--- src/dtt_pkg.sv ---
// Functional notes
// - Each rank compares its 8-bit offset against virtual temperature bits 36:29.
// - More than four ranks share the four per-rank throttle slots.
// - Offset register holds four RW bytes, rank 3 high, rank 0 low, reset zero.
// - Read-only register shows virtual temperature bits 37:30 per rank, reset zero.
// - Reported temperature sits one bit right of the offset scale.
// - Force bit set: throttle while the thermal pin is asserted.
// - Ignore bit set: pin response off, edge flags frozen.
// - Lock bit is write-one-to-set; locks whole command register until reset.
// - Status bit 2 sets on pin assertion edge, write one clears.
// - Status bit 1 sets on pin release edge, write one clears.
// - Status bit 0 shows synchronised pin level, 1 when asserted.
// - Ratio status bits 28:24 report maximum ratio: 06, 08, 0A; 00 reserved.
// - Ratio status bits 4:0 report the current ratio, same encoding.
// - Module clock runs at half the requested data rate.
// - Mode 1 throttles a rank when its temperature exceeds its offset.
// - Mode 3 throttles when force bit set and pin asserted, or when a rank's temperature exceeds its offset.
`default_nettype none

package dtt_pkg;

  // ==========================================================================
  // Register map
  localparam int unsigned      ADDR_W             = 8;
  localparam int unsigned      DATA_W             = 32;
  localparam logic [7:0]       OFS_RATIO_STATUS   = 8'h50;
  localparam logic [7:0]       OFS_THROTTLE_OFS   = 8'h88;
  localparam logic [7:0]       OFS_VIRTUAL_TEMP   = 8'h98;
  localparam logic [7:0]       OFS_PIN_COMMAND    = 8'h9C;
  localparam logic [7:0]       OFS_PIN_STATUS     = 8'hA4;
  localparam logic [31:0]      READ_ZERO          = 32'h0000_0000;

  // ==========================================================================
  // Per-rank fields
  localparam int unsigned      RANK_SLOTS         = 4;
  localparam int unsigned      RANK_FIELD_W       = 8;
  localparam int unsigned      VT_W               = 38;
  localparam int unsigned      VT_CMP_LO          = 29;
  localparam int unsigned      VT_RPT_LO          = 30;
  localparam logic [7:0]       OFFSET_RESET       = 8'h00;
  localparam logic [7:0]       OFFSET_SUGGESTED   = 8'hFF;
  localparam logic [7:0]       VT_RESET           = 8'h00;

  // ==========================================================================
  // Command and status bits
  localparam int unsigned      CMD_LOCK_BIT       = 0;
  localparam int unsigned      CMD_IGNORE_BIT     = 1;
  localparam int unsigned      CMD_SPARE_BIT      = 2;
  localparam int unsigned      CMD_FORCE_BIT      = 3;
  localparam int unsigned      STS_LEVEL_BIT      = 0;
  localparam int unsigned      STS_RELEASE_BIT    = 1;
  localparam int unsigned      STS_ASSERT_BIT     = 2;

  // ==========================================================================
  // Clock ratio fields and encodings
  localparam int unsigned      RATIO_W            = 5;
  localparam int unsigned      RATIO_MAX_LSB      = 24;
  localparam int unsigned      RATIO_CUR_LSB      = 0;
  localparam logic [4:0]       RATIO_RESERVED     = 5'h00;
  localparam logic [4:0]       RATIO_800          = 5'h06;
  localparam logic [4:0]       RATIO_1066         = 5'h08;
  localparam logic [4:0]       RATIO_1333         = 5'h0A;

  // Throttle modes chosen by the channel thermal control
  typedef enum logic [1:0] {
    DTT_MODE_OFF        = 2'b00,
    DTT_MODE_OPEN_LOOP  = 2'b01,
    DTT_MODE_DIRECT     = 2'b10,
    DTT_MODE_PIN        = 2'b11
  } dtt_mode_t;

  // Configuration space access, one dword per request
  typedef struct packed {
    logic              wr;
    logic              rd;
    logic [7:0]        addr;
    logic [31:0]       wdata;
  } dtt_cfg_req_t;

  // Command register contents
  typedef struct packed {
    logic force_throttle;
    logic spare;
    logic ignore_thermal_pin;
    logic lock;
  } dtt_cmd_t;

endpackage : dtt_pkg

`default_nettype wire

--- src/dtt_thermal_pin_logic.sv ---
`default_nettype none

module dtt_thermal_pin_logic #(
  parameter int unsigned NUM_RANKS = 8   // Ranks on the channel
) (
  input  wire logic                                     ref_clk_in,             // 40 MHz controller clock
  input  wire logic                                     rst_b_in,               // Async reset, active low
  input  wire dtt_pkg::dtt_cfg_req_t                    cfg_req_in,             // Config space request
  output logic [dtt_pkg::DATA_W-1:0]                    cfg_rdata_out,          // Read data, registered
  output logic                                          cfg_rvalid_out,         // Read data valid pulse
  input  wire logic                                     external_thermal_event_pin_b_in, // Thermal pin, low active
  input  wire logic [dtt_pkg::RANK_SLOTS-1:0][dtt_pkg::VT_W-1:0] rank_vt_in,   // Virtual temperature per slot
  input  wire dtt_pkg::dtt_mode_t                       throttle_mode_in,       // Channel throttle mode
  input  wire logic [dtt_pkg::RANK_SLOTS-1:0]           throttle_now_in,        // Direct throttle vector
  input  wire logic [dtt_pkg::RATIO_W-1:0]              max_ratio_in,           // Part ratio limit
  input  wire logic [dtt_pkg::RATIO_W-1:0]              requested_memory_clock_ratio_in, // Requested data ratio
  output logic [NUM_RANKS-1:0]                          rank_throttle_out,      // Throttle per rank
  output logic [dtt_pkg::RATIO_W-1:0]                   module_clock_ratio_out  // Ratio of module clock
);

  // ==========================================================================
  // Reset release
  logic rst_meta_b;
  logic rst_sync_b;

  // Assert at once, release after two clean edges
  always_ff @(posedge ref_clk_in or negedge rst_b_in) begin
    if (!rst_b_in) begin
      rst_meta_b <= 1'b0;
      rst_sync_b <= 1'b0;
    end else begin
      rst_meta_b <= 1'b1;
      rst_sync_b <= rst_meta_b;
    end
  end

  // ==========================================================================
  // Address decode
  wire hit_ratio  = cfg_req_in.addr == dtt_pkg::OFS_RATIO_STATUS;
  wire hit_offset = cfg_req_in.addr == dtt_pkg::OFS_THROTTLE_OFS;
  wire hit_vtemp  = cfg_req_in.addr == dtt_pkg::OFS_VIRTUAL_TEMP;
  wire hit_cmd    = cfg_req_in.addr == dtt_pkg::OFS_PIN_COMMAND;
  wire hit_status = cfg_req_in.addr == dtt_pkg::OFS_PIN_STATUS;
  wire wr_offset  = cfg_req_in.wr & hit_offset;
  wire wr_cmd     = cfg_req_in.wr & hit_cmd;
  wire wr_status  = cfg_req_in.wr & hit_status;

  // ==========================================================================
  // Pin synchroniser and edge detect
  logic pin_level;
  logic pin_assert_edge;
  logic pin_release_edge;

  dtt_pin_sync u_pin_sync (
    .clk_in           (ref_clk_in),
    .rst_b_in         (rst_sync_b),
    .pin_b_in         (external_thermal_event_pin_b_in),
    .level_out        (pin_level),
    .assert_edge_out  (pin_assert_edge),
    .release_edge_out (pin_release_edge)
  );

  // ==========================================================================
  // Command register
  dtt_pkg::dtt_cmd_t cmd;
  dtt_pkg::dtt_cmd_t next_cmd;

  // Once locked every field, lock included, holds until reset
  always_comb begin
    next_cmd = cmd;
    if (wr_cmd && !cmd.lock) begin
      next_cmd.force_throttle     = cfg_req_in.wdata[dtt_pkg::CMD_FORCE_BIT];
      next_cmd.spare              = cfg_req_in.wdata[dtt_pkg::CMD_SPARE_BIT];
      next_cmd.ignore_thermal_pin = cfg_req_in.wdata[dtt_pkg::CMD_IGNORE_BIT];
      next_cmd.lock               = cfg_req_in.wdata[dtt_pkg::CMD_LOCK_BIT];
    end
  end

  always_ff @(posedge ref_clk_in or negedge rst_sync_b) begin
    if (!rst_sync_b) begin
      cmd <= '0;
    end else begin
      cmd <= next_cmd;
    end
  end

  // ==========================================================================
  // Edge status flags
  logic assert_seen;
  logic pin_release_edge_seen;

  // Ignoring the pin also blocks new edges, which freezes both flags
  wire take_edges     = ~cmd.ignore_thermal_pin;
  wire clr_assert     = wr_status & cfg_req_in.wdata[dtt_pkg::STS_ASSERT_BIT];
  wire clr_release    = wr_status & cfg_req_in.wdata[dtt_pkg::STS_RELEASE_BIT];
  // A clear is also suppressed while frozen, so the flags truly hold
  wire next_assert_seen  = (take_edges & pin_assert_edge) |
                           (assert_seen & ~(clr_assert & take_edges));
  wire next_release_seen = (take_edges & pin_release_edge) |
                           (pin_release_edge_seen & ~(clr_release & take_edges));

  // Set wins over a clear in the same cycle
  always_ff @(posedge ref_clk_in or negedge rst_sync_b) begin
    if (!rst_sync_b) begin
      assert_seen           <= 1'b0;
      pin_release_edge_seen <= 1'b0;
    end else begin
      assert_seen           <= next_assert_seen;
      pin_release_edge_seen <= next_release_seen;
    end
  end

  // ==========================================================================
  // Per-slot offsets, reported temperature and throttle decision
  logic [dtt_pkg::RANK_SLOTS-1:0][dtt_pkg::RANK_FIELD_W-1:0] rank_offset;
  logic [dtt_pkg::RANK_SLOTS-1:0][dtt_pkg::RANK_FIELD_W-1:0] rank_vt_report;
  logic [dtt_pkg::RANK_SLOTS-1:0]                            slot_over;
  logic [dtt_pkg::RANK_SLOTS-1:0]                            slot_throttle;

  // Pin throttling needs the force bit, the pin, and the response enabled
  wire pin_throttle = cmd.force_throttle & pin_level & ~cmd.ignore_thermal_pin;

  genvar s;
  generate
    for (s = 0; s < dtt_pkg::RANK_SLOTS; s++) begin : g_slot
      // Offset byte s sits at bits 8s+7:8s, rank 3 in the top byte
      always_ff @(posedge ref_clk_in or negedge rst_sync_b) begin
        if (!rst_sync_b) begin
          rank_offset[s] <= dtt_pkg::OFFSET_RESET;
        end else if (wr_offset) begin
          rank_offset[s] <= cfg_req_in.wdata[s*dtt_pkg::RANK_FIELD_W +: dtt_pkg::RANK_FIELD_W];
        end
      end

      // Report the top byte, one bit above the compared window
      always_ff @(posedge ref_clk_in or negedge rst_sync_b) begin
        if (!rst_sync_b) begin
          rank_vt_report[s] <= dtt_pkg::VT_RESET;
        end else begin
          rank_vt_report[s] <= rank_vt_in[s][dtt_pkg::VT_RPT_LO +: dtt_pkg::RANK_FIELD_W];
        end
      end

      // Strictly greater, so an offset of all ones never trips open loop
      assign slot_over[s] = rank_vt_in[s][dtt_pkg::VT_CMP_LO +: dtt_pkg::RANK_FIELD_W] >
                            rank_offset[s];

      // Mode selects the throttle source for this slot
      always_comb begin
        unique case (throttle_mode_in)
          dtt_pkg::DTT_MODE_OFF:       slot_throttle[s] = pin_throttle;
          dtt_pkg::DTT_MODE_OPEN_LOOP: slot_throttle[s] = slot_over[s] | pin_throttle;
          dtt_pkg::DTT_MODE_DIRECT:    slot_throttle[s] = throttle_now_in[s] | pin_throttle;
          dtt_pkg::DTT_MODE_PIN:       slot_throttle[s] = pin_throttle | slot_over[s];
        endcase
      end
    end
  endgenerate

  // ==========================================================================
  // Rank fan-out: ranks beyond four reuse slot r mod 4
  logic [NUM_RANKS-1:0] rank_throttle;

  genvar r;
  generate
    for (r = 0; r < NUM_RANKS; r++) begin : g_rank
      always_ff @(posedge ref_clk_in or negedge rst_sync_b) begin
        if (!rst_sync_b) begin
          rank_throttle[r] <= 1'b0;
        end else begin
          rank_throttle[r] <= slot_throttle[r % dtt_pkg::RANK_SLOTS];
        end
      end
    end
  endgenerate

  assign rank_throttle_out = rank_throttle;

  // ==========================================================================
  // Clock ratio status
  logic [dtt_pkg::RATIO_W-1:0] ratio_max;
  logic [dtt_pkg::RATIO_W-1:0] ratio_cur;
  logic [dtt_pkg::RATIO_W-1:0] module_ratio;

  // Module clock toggles once per two data beats, hence the halved ratio
  always_ff @(posedge ref_clk_in or negedge rst_sync_b) begin
    if (!rst_sync_b) begin
      ratio_max    <= dtt_pkg::RATIO_RESERVED;
      ratio_cur    <= dtt_pkg::RATIO_RESERVED;
      module_ratio <= dtt_pkg::RATIO_RESERVED;
    end else begin
      ratio_max    <= max_ratio_in;
      ratio_cur    <= requested_memory_clock_ratio_in;
      module_ratio <= requested_memory_clock_ratio_in >> 1;
    end
  end

  assign module_clock_ratio_out = module_ratio;

  // ==========================================================================
  // Read data assembly
  logic [dtt_pkg::DATA_W-1:0] ratio_word;
  logic [dtt_pkg::DATA_W-1:0] cmd_word;
  logic [dtt_pkg::DATA_W-1:0] status_word;
  logic [dtt_pkg::DATA_W-1:0] read_word;

  // Unused bits read as zero
  always_comb begin
    ratio_word = dtt_pkg::READ_ZERO;
    ratio_word[dtt_pkg::RATIO_MAX_LSB +: dtt_pkg::RATIO_W] = ratio_max;
    ratio_word[dtt_pkg::RATIO_CUR_LSB +: dtt_pkg::RATIO_W] = ratio_cur;
    cmd_word = dtt_pkg::READ_ZERO;
    cmd_word[dtt_pkg::CMD_FORCE_BIT]  = cmd.force_throttle;
    cmd_word[dtt_pkg::CMD_SPARE_BIT]  = cmd.spare;
    cmd_word[dtt_pkg::CMD_IGNORE_BIT] = cmd.ignore_thermal_pin;
    cmd_word[dtt_pkg::CMD_LOCK_BIT]   = cmd.lock;
    status_word = dtt_pkg::READ_ZERO;
    status_word[dtt_pkg::STS_ASSERT_BIT]  = assert_seen;
    status_word[dtt_pkg::STS_RELEASE_BIT] = pin_release_edge_seen;
    status_word[dtt_pkg::STS_LEVEL_BIT]   = pin_level;
  end

  // Unmapped offsets answer zero rather than stalling the access
  assign read_word = hit_ratio  ? ratio_word :
                     hit_offset ? rank_offset :
                     hit_vtemp  ? rank_vt_report :
                     hit_cmd    ? cmd_word :
                     hit_status ? status_word : dtt_pkg::READ_ZERO;

  // Read answer one cycle after the request
  always_ff @(posedge ref_clk_in or negedge rst_sync_b) begin
    if (!rst_sync_b) begin
      cfg_rdata_out  <= dtt_pkg::READ_ZERO;
      cfg_rvalid_out <= 1'b0;
    end else begin
      cfg_rdata_out  <= cfg_req_in.rd ? read_word : cfg_rdata_out;
      cfg_rvalid_out <= cfg_req_in.rd;
    end
  end

endmodule : dtt_thermal_pin_logic

`default_nettype wire

--- src/dtt_pin_sync.sv ---
`default_nettype none

module dtt_pin_sync (
  input  wire logic clk_in,             // Controller clock
  input  wire logic rst_b_in,           // Synchronised reset, active low
  input  wire logic pin_b_in,           // Thermal pin, active low, asynchronous
  output logic      level_out,          // Synchronised level, 1 when asserted
  output logic      assert_edge_out,    // One-cycle pulse on assertion
  output logic      release_edge_out    // One-cycle pulse on release
);

  // ==========================================================================
  // Synchroniser
  logic meta_b;
  logic sync_b;
  logic last_b;

  // The pin idles high, so the flops reset to the released level
  always_ff @(posedge clk_in or negedge rst_b_in) begin
    if (!rst_b_in) begin
      meta_b <= 1'b1;
      sync_b <= 1'b1;
      last_b <= 1'b1;
    end else begin
      meta_b <= pin_b_in;
      sync_b <= meta_b;
      last_b <= sync_b;
    end
  end

  // Edges come from the settled copy only, so a glitch cannot double-set
  assign level_out        = ~sync_b;
  assign assert_edge_out  = last_b & ~sync_b;
  assign release_edge_out = ~last_b & sync_b;

endmodule : dtt_pin_sync

`default_nettype wire

--- config.mk ---
export PLATFORM = sky130hd
export DESIGN_NAME = dtt_thermal_pin_logic
export DESIGN_NICKNAME = d
export VERILOG_FILES = /design/src/dtt_pkg.sv /design/src/dtt_thermal_pin_logic.sv /design/src/dtt_pin_sync.sv
export SDC_FILE = /design/constraint.sdc
export NUM_CORES = 1
export LEC_CHECK = 0
export BUFFER_PORTS_ARGS = -buffer_cell sky130_fd_sc_hd__buf_2
export CAP_MARGIN = 20
export CORE_MARGIN = 2
export CORE_UTILIZATION = 42
export CTS_CLUSTER_SIZE = 25
export DETAILED_ROUTE_END_ITERATION = 10
export PLACE_DENSITY_LB_ADDON = 0.25
export SYNTH_ARGS = -nofsm -noshare
export SYNTH_HDL_FRONTEND = slang
export SYNTH_HIERARCHICAL = 1
export SYNTH_SLANG_ARGS = --single-unit
--- constraint.sdc ---
create_clock -name ref_clk_in -period 3.3 [get_ports ref_clk_in]
set_input_delay 0.33 -clock ref_clk_in [delete_from_list [all_inputs] [get_ports ref_clk_in]]
set_output_delay 0.33 -clock ref_clk_in [all_outputs]
set_load 0.03 [all_outputs]
# Yosys cells after proc, flatten, opt, wreduce, memory -nomap -nowiden
# Index checks and enable logic that the tools add are counted.
op_classes:
  order_cmp: 4
  eq_ne: 8
  mux: 9
  n_bitwise: 30
  reduce_logical: 4
ops:
  columns: ["cell", "n"]
  rows:
  - ["$mux W32", 3]
  - ["$eq A8 B8 Y1 const B", 4]
  - ["$gt A8 B8 Y1", 4]
  - ["$and A1 B1 Y1", 15]
  - ["$pmux W1 S3", 4]
  - ["$or A1 B1 Y1", 10]
  - ["$eq A8 B7 Y1 const B", 1]
  - ["$not A1 Y1", 5]
  - ["$eq A2 B2 Y1 const B", 2]
  - ["$mux W4", 1]
  - ["$mux W3", 1]
  - ["$eq A2 B1 Y1 const B", 1]
  - ["$logic_not A2 Y1", 1]
  - ["$reduce_or A2 Y1", 1]
  - ["$logic_and A1 B1 Y1", 1]
  - ["$logic_not A1 Y1", 1]
word_totals:
  reg_bits: 126
  in_bits: 213
  word_cells: 83

# Depth between registers and ports, before layout
# Gate-level depths: netlist (run 1).
depth:
  word_depth: 7
  depth_mapped: 7

# By module
# Netlist (run 1), hierarchy kept.
by_module_without_submodules:
  columns: ["mod", "n_inst", "cells_per_inst", "area_per_inst_um2"]
  rows:
  - ["dtt_thermal_pin_logic", 1, 433, 5290.1]
  - ["dtt_pin_sync", 1, 6, 97.6]

# Worst setup path after synthesis (run 1)
# Ideal clock, no wire load.
synth_timing:
  path_kind: "in2reg"
  start: "input cfg_req_in[33] (netlist bit)"
  end: "register cfg_rdata_out[12] (netlist bit)"
  setup_ns: 0.078
  t_arrival_ns: 1.563
  slack_ns: 1.659
  cell_stages: 5
  path_cell_list: "or4b_4 -> nor3_4 -> buf_6 -> a22oi_1 -> o2bb2ai_1"
synth_via:
  elab_chain_cells: 4
  word_cells_on_any_way: 6
synth_rtl:
  columns: ["item", "line_no", "text"]
  rows:
  - ["from (decl)", "dtt_thermal_pin_logic.sv:8", "input wire dtt_pkg::dtt_cfg_req_t cfg_req_in,"]
  - ["$eq A8 B8 Y1", "dtt_thermal_pin_logic.sv:41", "wire hit_vtemp = cfg_req_in.addr == dtt_pkg::OFS_VIRTUAL_TEMP;"]
  - ["$mux W32", "dtt_thermal_pin_logic.sv:226", "hit_vtemp ? rank_vt_report :"]
  - ["$mux W32", "dtt_thermal_pin_logic.sv:225", "hit_offset ? rank_offset :"]
  - ["$mux W32 (*)", "dtt_thermal_pin_logic.sv:224", "assign read_word = hit_ratio ? ratio_word :"]
  - ["to (signal assigned)", "dtt_thermal_pin_logic.sv:233", "cfg_rdata_out <= dtt_pkg::READ_ZERO;"]
  - ["to (signal assigned)", "dtt_thermal_pin_logic.sv:236", "cfg_rdata_out <= cfg_req_in.rd ? read_word : cfg_rdata_out;"]
  - ["to (decl)", "dtt_thermal_pin_logic.sv:9", "output logic [dtt_pkg::DATA_W-1:0] cfg_rdata_out,"]
# Every way passes the cells marked *; elsewhere a longest branch is shown, timed or not.
# A chain may end at the register's enable or synchronous reset.

# Final worst setup path (run 1)
layout_timing:
  start: "register u_pin_sync.sync_b"
  end: "register rank_throttle[6] (netlist: rank_throttle_out[6])"
layout_via:
  elab_chain_cells: 5
  word_cells_on_any_way: 6
layout_rtl:
  columns: ["item", "line_no", "text"]
  rows:
  - ["from (decl)", "dtt_pin_sync.sv:15", "logic sync_b;"]
  - ["from (signal assigned)", "dtt_pin_sync.sv:26", "sync_b <= meta_b;"]
  - ["$not A1 Y1 (*)", "dtt_pin_sync.sv:32", "assign level_out = ~sync_b;"]
  - ["via pin_level", "dtt_thermal_pin_logic.sv:50", "logic pin_level;"]
  - ["$and A1 B1 Y1 (*) (2 in a row)", "dtt_thermal_pin_logic.sv:121", "wire pin_throttle = cmd.force_throttle & pin_level & ~cmd.ignore_thermal_pin;"]
  - ["$or A1 B1 Y1, on equally long branches", "dtt_thermal_pin_logic.sv:152, dtt_thermal_pin_logic.sv:154, dtt_thermal_pin_logic.sv:153", null]
  - ["$pmux W1 S3 (*)", "dtt_thermal_pin_logic.sv:150", "unique case (throttle_mode_in)"]
  - ["via slot_throttle, one bit", "dtt_thermal_pin_logic.sv:118", "logic [dtt_pkg::RANK_SLOTS-1:0] slot_throttle;"]
  - ["to (signal, indexed assignment)", "dtt_thermal_pin_logic.sv:171", "rank_throttle[r] <= slot_throttle[r % dtt_pkg::RANK_SLOTS];"]
  - ["to (decl)", "dtt_thermal_pin_logic.sv:162", "logic [NUM_RANKS-1:0] rank_throttle;"]
# Mark *: on every way through the listed nets, which the timed path passes. The rest lies on a longest branch.

==> flow_metrics.py, run 1 <==
metrics = {
    "yosys": {
        "yosysTopAreaCell": "dfrtp_1",
        "synth_nets": 684,
        "synth.most_common_cell": "dfrtp_1",
        "yosysWarnings": 6,
        "synth_edf_count": 0,
        "synth.yosys.seq_area_share_pct": 56.7,
        "async_flop_share_pct": 100,
        "netlist_area_mm2": 0.00539,
        "syn-instance-count": 439,
        "synth_cell_types": 47,
        "synth-main-ff-cell": "dfrtp_1",
        "synth_area_leaders": "dfrtp_1 55%, ha_1 7.4%, mux2_2 6.3%",
        "ys_seq_elements": 122,
        "syn_area_per_cell_um2": 12.3,
        "netlist.area_leader.share_pct": 55.3,
        "synth_common_cells": "119 x dfrtp_1, 43 x inv_1, 32 x ha_1, 30 x mux2_2",
    },
    "floorplan": {
        "dieArea_mm2": 0.0137,
        "core_area_mm2": 0.0126,
        "initial_core_util_pct": 42.9,
        "fp-row-count": 41,
        "die_h_um": 117,
        "dieWidth_um": 117,
        "io-pin-count": 259,
    },
    "setup_path": {
        "r2r-start": "u_pin_sync/sync_b",
        "cp.depth": 5,
        "cp.arrival_ns": 2.18,
        "crit_family": "compound AO/OA/AOI/OAI gates",
        "startpoint": "u_pin_sync/sync_b",
        "ff2ff_path_depth": 5,
        "endpoint": "rank_throttle_out[6]",
        "crit_path_max_fanout": 4,
        "critPathSlowestCell": "a2111oi_0",
        "r2r-end": "rank_throttle_out[6]",
        "criticalPathCategory": "flip-flop to flip-flop",
        "rrSetupSlack_ns": 1.38,
        "path_buf_inv": 1,
        "slowest_delay_ns": 0.58,
        "end_kind": "flip-flop",
        "startpoint_type": "flip-flop",
        "path_cells": "inv_1 > and3b_1 > a2111oi_0 > a32o_1 > a31oi_1",
        "worst_ep_required_time_ns": 3.56,
    },
    "sta": {
        "fmax_ghz": 0.521,
        "timing.final.crit_share_pct": 58.2,
        "clock_skew_ns": 0.00639,
        "rsz0062_at_grt": "false",
        "fin_setup_tns_ns": 0,
        "timing_hold_violations_final": 0,
        "final_max_slew_viol_count": 0,
        "relSlewSlack_pct": 51.1,
        "tightest_slew_ns": 0.734,
        "finalCriticalPeriod_ns": 1.92,
        "finalSetupViolCount": 0,
    },
    "placement": {
        "placed_cells": 732,
        "globalplace.congestion": 0.884,
        "io_buffers": 141,
        "hpwl_mm": 9.22,
    },
    "clock_tree": {
        "worstSkewPairLatency_ns": 0.41,
        "post_cts_buffers": 0,
        "cts_num_sinks": 122,
        "cts_buffers": 17,
        "cts_resized": 0,
        "cts_root_buf": "clkbuf_16",
        "cts_tree": "done",
        "cts_buffer_depth": 2,
        "htreeDepth": 4,
        "path_clk_slew_ns": 0.05,
        "postCtsHoldBufs": 1,
    },
    "detailed_routing": {
        "routed_via_density": 5.28,
        "first_pass_iters": 5,
        "routed-via-count": 4047,
        "wl_mm": 13.4,
        "ant_nets": 0,
        "wl_per_cell_um": 17.6,
        "drc": 0,
        "drtIter0Drc": 255,
    },
    "grt": {
        "antenna_found_initial": 0,
        "grt_pass1_wl_mm": 20.9,
        "grt_pass1_vias": 3961,
        "grt_overflow_total": 0,
        "grt_max_degree": 68,
        "grt.total_usage_pct": 20.5,
    },
    "hold_path": {
        "hp-start": "rank_vt_in[75]",
        "hold_class": "input port to flip-flop",
    },
    "flow_run": {
        "drv_cap": 0,
    },
    "cells_and_area": {
        "diodes": 0,
        "final_cells": 766,
        "drive_gt1_share_pct": 36.2,
        "nNetsFinal": 826,
        "nFillCells": 1103,
        "area_growth_pct": 26.6,
    },
    "power_and_ir_drop": {
        "finalPower_mw": 3.71,
        "p_leak_nw": 3.32,
        "ir_worst_vdd_mv": 0.295,
        "p_per_area_mw_per_mm2": 544,
    },
    "run_status": {
        "status": "finished, final reports clean",
    },
}
==> layout make-up <==
class | instances | area, µm² | area share (%)
clock buffers | 25 | 505 | 7.41
clock inverters | 7 | 65.1 | 0.954
inverters | 43 | 161 | 2.37
multi-input cells | 248 | 2010 | 29.5
flip-flops and latches | 122 | 3060 | 44.9
well taps | 172 | 215 | 3.15
repair buffers | 149 | 803 | 11.8
==> logic make-up (layout without fill, tap and decap cells) <==
kind of cell,after synthesis,after routing,synth area share [%]
compound gates,106,106,14.7
fa+ha+maj,32,32,7.43
buf+inv,69,224,5.92
flops,122,122,56.7
mux,36,36,7.52
other cells,2,2,0.139
simple gates,72,72,7.57
==> flip-flops by register name, summed over array words and instances, names as in the netlist, 4 cells and up <==
register and cells:
ratio_max 5, rank_vt_report 32, rank_throttle_out 4, cmd 4
ratio_cur 4, rank_offset 32, cfg_rdata_out 32
==> cell usage in the layout, fill, tap and decap left out, types with 3 or more instances in the layout <==
cell type / instances
a221oi_1: 9
clkbuf_16: 17
ha_1: 32
clkbuf_8: 5
dfstp_2: 3
mux2_1: 6
clkinv_2: 4
a21o_1: 4
nor2b_1: 8
o21ai_0: 6
buf_4: 4
inv_1: 43
nand3_1: 9
mux2_2: 30
o221ai_1: 5
dfrtp_1: 118
buf_2: 141
clkbuf_1: 3
a31oi_1: 3
nor2_1: 13
a22oi_1: 22
a21oi_1: 18
nand2b_1: 4
nand2_1: 17
a22o_1: 3
o2bb2ai_1: 22
nand4_1: 6
==> worst reg2reg max path, delay by kind of cell (launching register included) <==
family / cells / cell delay, ns
simple gates: 1 / 0.26
flops: 1 / 0.57
buf+inv: 1 / 0.10
compound gates: 3 / 0.86
==> metrics by stage <==
step                      util, %  instance area (µm²)  hold slack, ns  setup slack, ns
final                        54.3                 6820          0.0216             1.38
after global routing         54.3                 6820         0.00323             1.23
after CTS                    54.2                 6810         0.00669             1.39
after detailed placement     49.6                 6230           0.120             1.26
after global placement       49.4                 6200           0.116             1.22
after floorplan                 -                 5390          0.0344             1.27
==> power breakdown <==
group / total (mW) / switching, mW / internal [mW]
Sequential: 1.61 / 0.0466 / 1.56
Clock: 1.78 / 0.649 / 1.13
Combinational: 0.326 / 0.189 / 0.137
==> per-layer routing <==
metal	vias to the layer above	share of wire, %	track usage (%)
met5	-	0	0
met4	0	1.5	6.90
met3	22	6.3	6.90
met2	133	47	31.9
met1	2025	45	27.0
li1	1867	-	-
==> worst min-delay path by stage <==
| stage | slack (ns) | endpoint | cells after the start |
|---|---|---|---|
| floorplan | 0.03 | rst_meta_b | 0 |
| global placement | 0.12 | rst_meta_b | 1 |
| detailed placement | 0.12 | rst_meta_b | 1 |
| CTS | 0.007 | u_pin_sync/meta_b | 1 |
| global route | 0.003 | ratio_max[1] | 1 |
| finish | 0.02 | rank_vt_report[15] | 1 |
No activity file was read; power rests on OpenSTA's default activity.
==> run 2: changes to the inputs <==
==> constraint.sdc (replaced) <==
create_clock -name ref_clk_in -period 1.6 [get_ports ref_clk_in]
set_input_delay 0.16 -clock ref_clk_in [delete_from_list [all_inputs] [get_ports ref_clk_in]]
set_output_delay 0.16 -clock ref_clk_in [all_outputs]
set_load 0.03 [all_outputs]
==> run 2 against run 1 <==
Net effect:
- clock skew about the same
- utilization up 9.5 points
- sequential share of layout area down 6.7 points
- power up 120%
- non-clock buffer count up 109
- count of clock-buffer cells in the layout up 1
- sequential power up 100%
- the flow now finishes with violations (setup timing)
- flip-flop and latch count unchanged
- combinational power rose to 2.9 times the previous value
- largest cell class unchanged
==> flow_metrics.py, run 2 (synthesis gave the netlist of run 1 again) <==
metrics = {
    "placement": {
        "globalplace.congestion": 0.823,
        "io_buffers": 141,
        "dpl-instance-area_mm2": 0.00653,
        "hpwl_mm": 9.97,
    },
    "sta": {
        "finalCriticalPeriod_ns": 1.61,
        "fmax_ghz": 0.620,
        "timing.final.crit_share_pct": 101,
        "timing_hold_violations_final": 0,
        "clock_skew_ns": 0.00643,
        "finalSetupViolCount": 1,
        "fin_setup_tns_ns": -0.0122,
        "layout_setup_ws_ns": -0.0122,
        "final_max_slew_viol_count": 0,
        "relSlewSlack_pct": 57.8,
        "rsz0062_at_grt": "true",
        "tightest_slew_ns": 0.632,
    },
    "clock_tree": {
        "cts_tree": "done",
        "htreeDepth": 4,
        "cts_buffers": 17,
        "worstSkewPairLatency_ns": 0.41,
        "cts_buffer_depth": 2,
        "path_clk_slew_ns": 0.05,
        "cts_num_sinks": 122,
        "cts_root_buf": "clkbuf_16",
    },
    "detailed_routing": {
        "wl_per_cell_um": 16.9,
        "routed_via_density": 5.05,
        "first_pass_iters": 4,
        "wl_mm": 14.8,
        "ant_nets": 0,
        "routed-via-count": 4420,
        "drc": 0,
        "drtIter0Drc": 296,
    },
    "grt": {
        "grt_overflow_total": 0,
        "grt.total_usage_pct": 22.5,
        "grt_max_degree": 48,
        "grt_pass1_wl_mm": 22.9,
        "grt_pass1_vias": 4579,
        "antenna_found_initial": 0,
    },
    "setup_path": {
        "path_buf_inv": 3,
        "endpoint": "rank_throttle_out[4]",
        "crit_family": "buffers and inverters",
        "end_kind": "flip-flop",
        "startpoint_type": "input port",
        "worst_ep_required_time_ns": 1.89,
        "ff2ff_path_depth": 6,
        "r2r-start": "rank_offset[3]",
        "r2r-end": "rank_throttle_out[4]",
        "criticalPathCategory": "input port to flip-flop",
        "cp.arrival_ns": 1.90,
        "startpoint": "rank_vt_in[32]",
        "critPathSlowestCell": "dlygate4sd3_1",
        "crit_path_max_fanout": 2,
        "rrSetupSlack_ns": 0.02,
        "path_cells": "dlygate4sd3_1 > buf_2 > ha_1 > buf_4 > a21oi_2 > a211oi_2 > or3_1",
        "cp.depth": 7,
        "slowest_delay_ns": 0.54,
    },
    "run_status": {
        "violations": "setup timing",
        "status": "finished with violations",
    },
    "power_and_ir_drop": {
        "ir_worst_vdd_mv": 0.635,
        "p_per_area_mw_per_mm2": 1010,
        "p_leak_nw": 3.86,
    },
    "floorplan": {
        "fp-row-count": 41,
        "dieArea_mm2": 0.0137,
        "core_area_mm2": 0.0126,
        "io-pin-count": 259,
        "initial_core_util_pct": 42.9,
        "die_h_um": 117,
        "dieWidth_um": 117,
    },
    "cells_and_area": {
        "drive_gt1_share_pct": 38.1,
        "stdcell_area_mm2": 0.00802,
        "mostFrequentLayoutCells": "141 x buf_2, 118 x dfrtp_1, 75 x dlygate4sd3_1",
        "multiInputGateArea_mm2": 0.00213,
        "largest_registers": "cfg_rdata_out (32), rank_offset (32), rank_vt_report (32)",
        "diodes": 0,
        "nNetsFinal": 935,
        "area_growth_pct": 48.8,
        "nFillCells": 968,
        "seq_area_mm2": 0.00306,
        "final_common_cell": "buf_2",
    },
    "hold_path": {
        "hold_class": "input port to flip-flop",
        "hp-start": "cfg_req_in[1]",
    },
    "flow_run": {
        "drv_cap": 0,
    },
}
==> run 2: through the flow <==
stage	hold WS (ns)	cells	util, %	setup slack (ns)	total power [mW]
final	0.0397	875	63.8	-0.0122	8.13
after global routing	0.0347	875	63.8	-0.0595	8.45
after CTS	0.0183	874	63.0	-0.00655	8.17
after detailed placement	-0.0539	767	51.9	-0.135	4.11
after global placement	-0.0539	767	51.9	-0.0613	4.08
after floorplan	-0.136	439	-	0.0573	3.75
==> run 2: worst register-to-register path: stages, from the launching register on <==
cell	delay (ns)
dfrtp_1	0.35
inv_1	0.05
ha_1	0.29
buf_4	0.15
a21oi_2	0.16
a211oi_2	0.08
or3_1	0.38
==> run 2: power breakdown <==
| group | total (mW) | leakage (nW) | switching [mW] | internal [mW] |
|---|---|---|---|---|
| clock | 3.88 | 0.302 | 1.30 | 2.57 |
| sequential | 3.30 | 1.55 | 0.0782 | 3.22 |
| combinational | 0.949 | 2.00 | 0.475 | 0.475 |
| total | 8.13 | 3.86 | 1.85 | 6.27 |
==> run 2: layer usage <==
metal	up-vias	wire length, µm	global-route usage (%)
met2	128	7440	36.9
li1	2083	-	-
met5	-	0	0
met1	2194	6370	28.6
met4	0	187	9.25
met3	15	777	5.36
==> run 2: worst min-delay path by stage <==
| stage | endpoint | slack, ns | depth (start not counted) |
|---|---|---|---|
| after floorplan | rst_meta_b | -0.14 | 0 |
| after global placement | rst_meta_b | -0.05 | 1 |
| after detailed placement | rst_meta_b | -0.05 | 1 |
| after CTS | rank_offset[2] | 0.02 | 2 |
| after global routing | cmd[1] | 0.03 | 2 |
| final | rank_offset[1] | 0.04 | 2 |
==> run 2: timing repair <==
action,CTS,global route
endpoints found under the hold margin,77,0
gates resized for setup,7,15
pin swaps,0,9
hold buffers,75,0
buffers inserted,0,1
setup endpoints to repair,3,4
==> run 2: area by class of cell <==
cell class / count / share of cell area (%)
Sequential cell: 122 / 38.2
Tap cell: 172 / 2.68
Inverter: 43 / 2.01
Clock buffer: 26 / 6.60
Multi-Input combinational cell: 248 / 26.6
Clock inverter: 6 / 1.03
Timing Repair Buffer: 258 / 22.9
==> run 3: changes to the inputs <==
--- a/config.mk
+++ b/config.mk
@@ -8,7 +8,8 @@
 export BUFFER_PORTS_ARGS = -buffer_cell sky130_fd_sc_hd__buf_2
 export CAP_MARGIN = 20
 export CORE_MARGIN = 2
-export CORE_UTILIZATION = 42
+export CORE_UTILIZATION = 43
+export CTS_BUF_LIST = sky130_fd_sc_hd__clkbuf_4
 export CTS_CLUSTER_SIZE = 25
 export DETAILED_ROUTE_END_ITERATION = 10
 export PLACE_DENSITY_LB_ADDON = 0.25
==> run 3 against run 2 <==
Net effect:
- the run now ends clean
- flip-flop and latch count stayed put
- clock skew is 0.012 ns higher
- critical endpoint is now rank_throttle_out[7]
- non-clock buffer count is 1 lower
- sequential power hardly changed
- utilization is 1.0 points lower
- via count hardly changed
==> flow_metrics.py, run 3 (synthesis gave the netlist of run 1 again) <==
metrics = {
    "run_status": {
        "status": "finished, final reports clean",
    },
    "cells_and_area": {
        "final_common_cell": "buf_2",
        "nNetsFinal": 934,
        "drive_gt1_share_pct": 36.1,
        "mostFrequentLayoutCells": "141 x buf_2, 118 x dfrtp_1, 81 x dlygate4sd3_1",
        "diodes": 0,
        "largest_registers": "cfg_rdata_out (32), rank_offset (32), rank_vt_report (32)",
        "final_cells": 869,
        "fin_util_pct": 62.7,
        "area_growth_pct": 41.1,
    },
    "clock_tree": {
        "htreeDepth": 4,
        "path_clk_slew_ns": 0.11,
        "cts_num_sinks": 122,
        "worstSkewPairLatency_ns": 0.54,
        "cts_buffer_depth": 2,
        "cts_buffers": 17,
        "cts_root_buf": "clkbuf_4",
        "cts_tree": "done",
    },
    "floorplan": {
        "fp-row-count": 40,
        "die_h_um": 116,
        "io-pin-count": 259,
        "dieWidth_um": 116,
        "initial_core_util_pct": 44.5,
        "dieArea_mm2": 0.0134,
        "core_area_mm2": 0.0121,
    },
    "sta": {
        "timing_hold_violations_final": 0,
        "layout_setup_ws_ns": 0.0468,
        "rsz0062_at_grt": "true",
        "relSlewSlack_pct": 60.4,
        "tightest_slew_ns": 0.593,
        "timing.final.crit_share_pct": 97.1,
        "clock_skew_ns": 0.0186,
        "finalCriticalPeriod_ns": 1.55,
        "finalSetupViolCount": 0,
        "final_max_slew_viol_count": 0,
        "fin_setup_tns_ns": 0,
        "fmax_ghz": 0.644,
    },
    "flow_run": {
        "drv_cap": 0,
    },
    "grt": {
        "grt_pass1_wl_mm": 23.1,
        "grt_max_degree": 71,
        "gr-usage-met1_pct": 28.9,
        "grt_use_met2_pct": 38.4,
        "antenna_found_initial": 0,
        "grt_util_met3_pct": 5.96,
        "grt-busiest-layer": "met2",
        "grt_overflow_total": 0,
        "grt.total_usage_pct": 23.1,
        "grt_pass1_vias": 4620,
    },
    "placement": {
        "pre_cts_ws_ns": -0.153,
        "placed_cells": 756,
        "io_buffers": 141,
        "globalplace.congestion": 0.889,
        "hpwl_mm": 9.73,
    },
    "power_and_ir_drop": {
        "p_leak_nw": 3.68,
        "ir_worst_vdd_mv": 0.643,
        "p_per_area_mw_per_mm2": 791,
    },
    "setup_path": {
        "path_cells": "inv_1 > ha_1 > a2111oi_4 > buf_4 > a32o_1 > a31oi_1",
        "path_buf_inv": 2,
        "cp.arrival_ns": 1.95,
        "slowest_delay_ns": 0.37,
        "worst_ep_required_time_ns": 2.00,
        "crit_path_max_fanout": 3,
        "end_kind": "flip-flop",
        "crit_family": "compound AO/OA/AOI/OAI gates",
        "criticalPathCategory": "flip-flop to flip-flop",
        "startpoint_type": "flip-flop",
        "critPathSlowestCell": "a2111oi_4",
    },
    "detailed_routing": {
        "routed_via_density": 5.08,
        "drtIter0Drc": 269,
        "drc": 0,
        "ant_nets": 0,
        "first_pass_iters": 5,
        "wl_per_cell_um": 17.1,
        "wl_mm": 14.8,
        "routed-via-count": 4418,
    },
    "hold_path": {
        "hold_class": "input port to flip-flop",
    },
}
[run 3: final cells by class]
type	count	area, µm²
sequential	122	3060
timing repair buffer	257	1860
clock buffer	25	188
multi-input combinational	248	2100
clock inverter	6	25.0
tap	168	210
inverter	43	161
fill	993	4510
[run 3: metal layers]
layer	vias up	share of wire (%)
met1	2182	43
met5	-	0
met2	129	50
met4	0	2.1
met3	27	4.6
li1	2080	-
[run 3: final timing paths]
kind,end,cells past startpoint,startpoint,slack [ns]
worst max-delay path,rank_throttle_out[7],6,rank_offset[31],0.05
worst min-delay path,rank_throttle_out[6],4,throttle_now_in[2],0.06
worst max register to register,rank_throttle_out[7],6,rank_offset[31],0.05
worst min register to register,ratio_cur[2],1,rst_sync_b,0.33
max in group asynchronous,u_pin_sync/last_b,1,rst_sync_b,0.90
min in group asynchronous,ratio_cur[2],1,rst_sync_b,0.33
[run 3: timing repair]
| action | 4_1_cts | 5_1_grt |
|---|---|---|
| resized for setup | 6 | 11 |
| endpoints found under the setup margin | 3 | 4 |
| pin swaps | 0 | 6 |
| hold buffers | 81 | 0 |
| endpoints found under the hold margin | 87 | 0 |
| setup buffers | 0 | 1 |
[run 3: tightest hold or removal path, stage by stage]
cell     delay (ns)
buf_2          0.11
nand2_1        0.05
a32o_1         0.17
a31oi_1        0.05
[run 3: per-stage QoR]
stage                     power, mW  hold slack [ns]  area, µm²
final                          6.01           0.0609       7600
after global routing           6.33           0.0148       7600
after CTS                      6.03           0.0108       7520
after detailed placement       4.10          -0.0507       6480
after global placement         4.08          -0.0543       6480
after floorplan                3.75           -0.136       5390
[run 3: power by group]
group | total (mW) | leakage (nW) | internal [mW] | switching [mW]
Sequential | 3.28 | 1.55 | 3.21 | 0.0697
Combinational | 0.958 | 1.99 | 0.473 | 0.484
Clock | 1.77 | 0.129 | 0.719 | 1.05
Total | 6.01 | 3.68 | 4.41 | 1.61
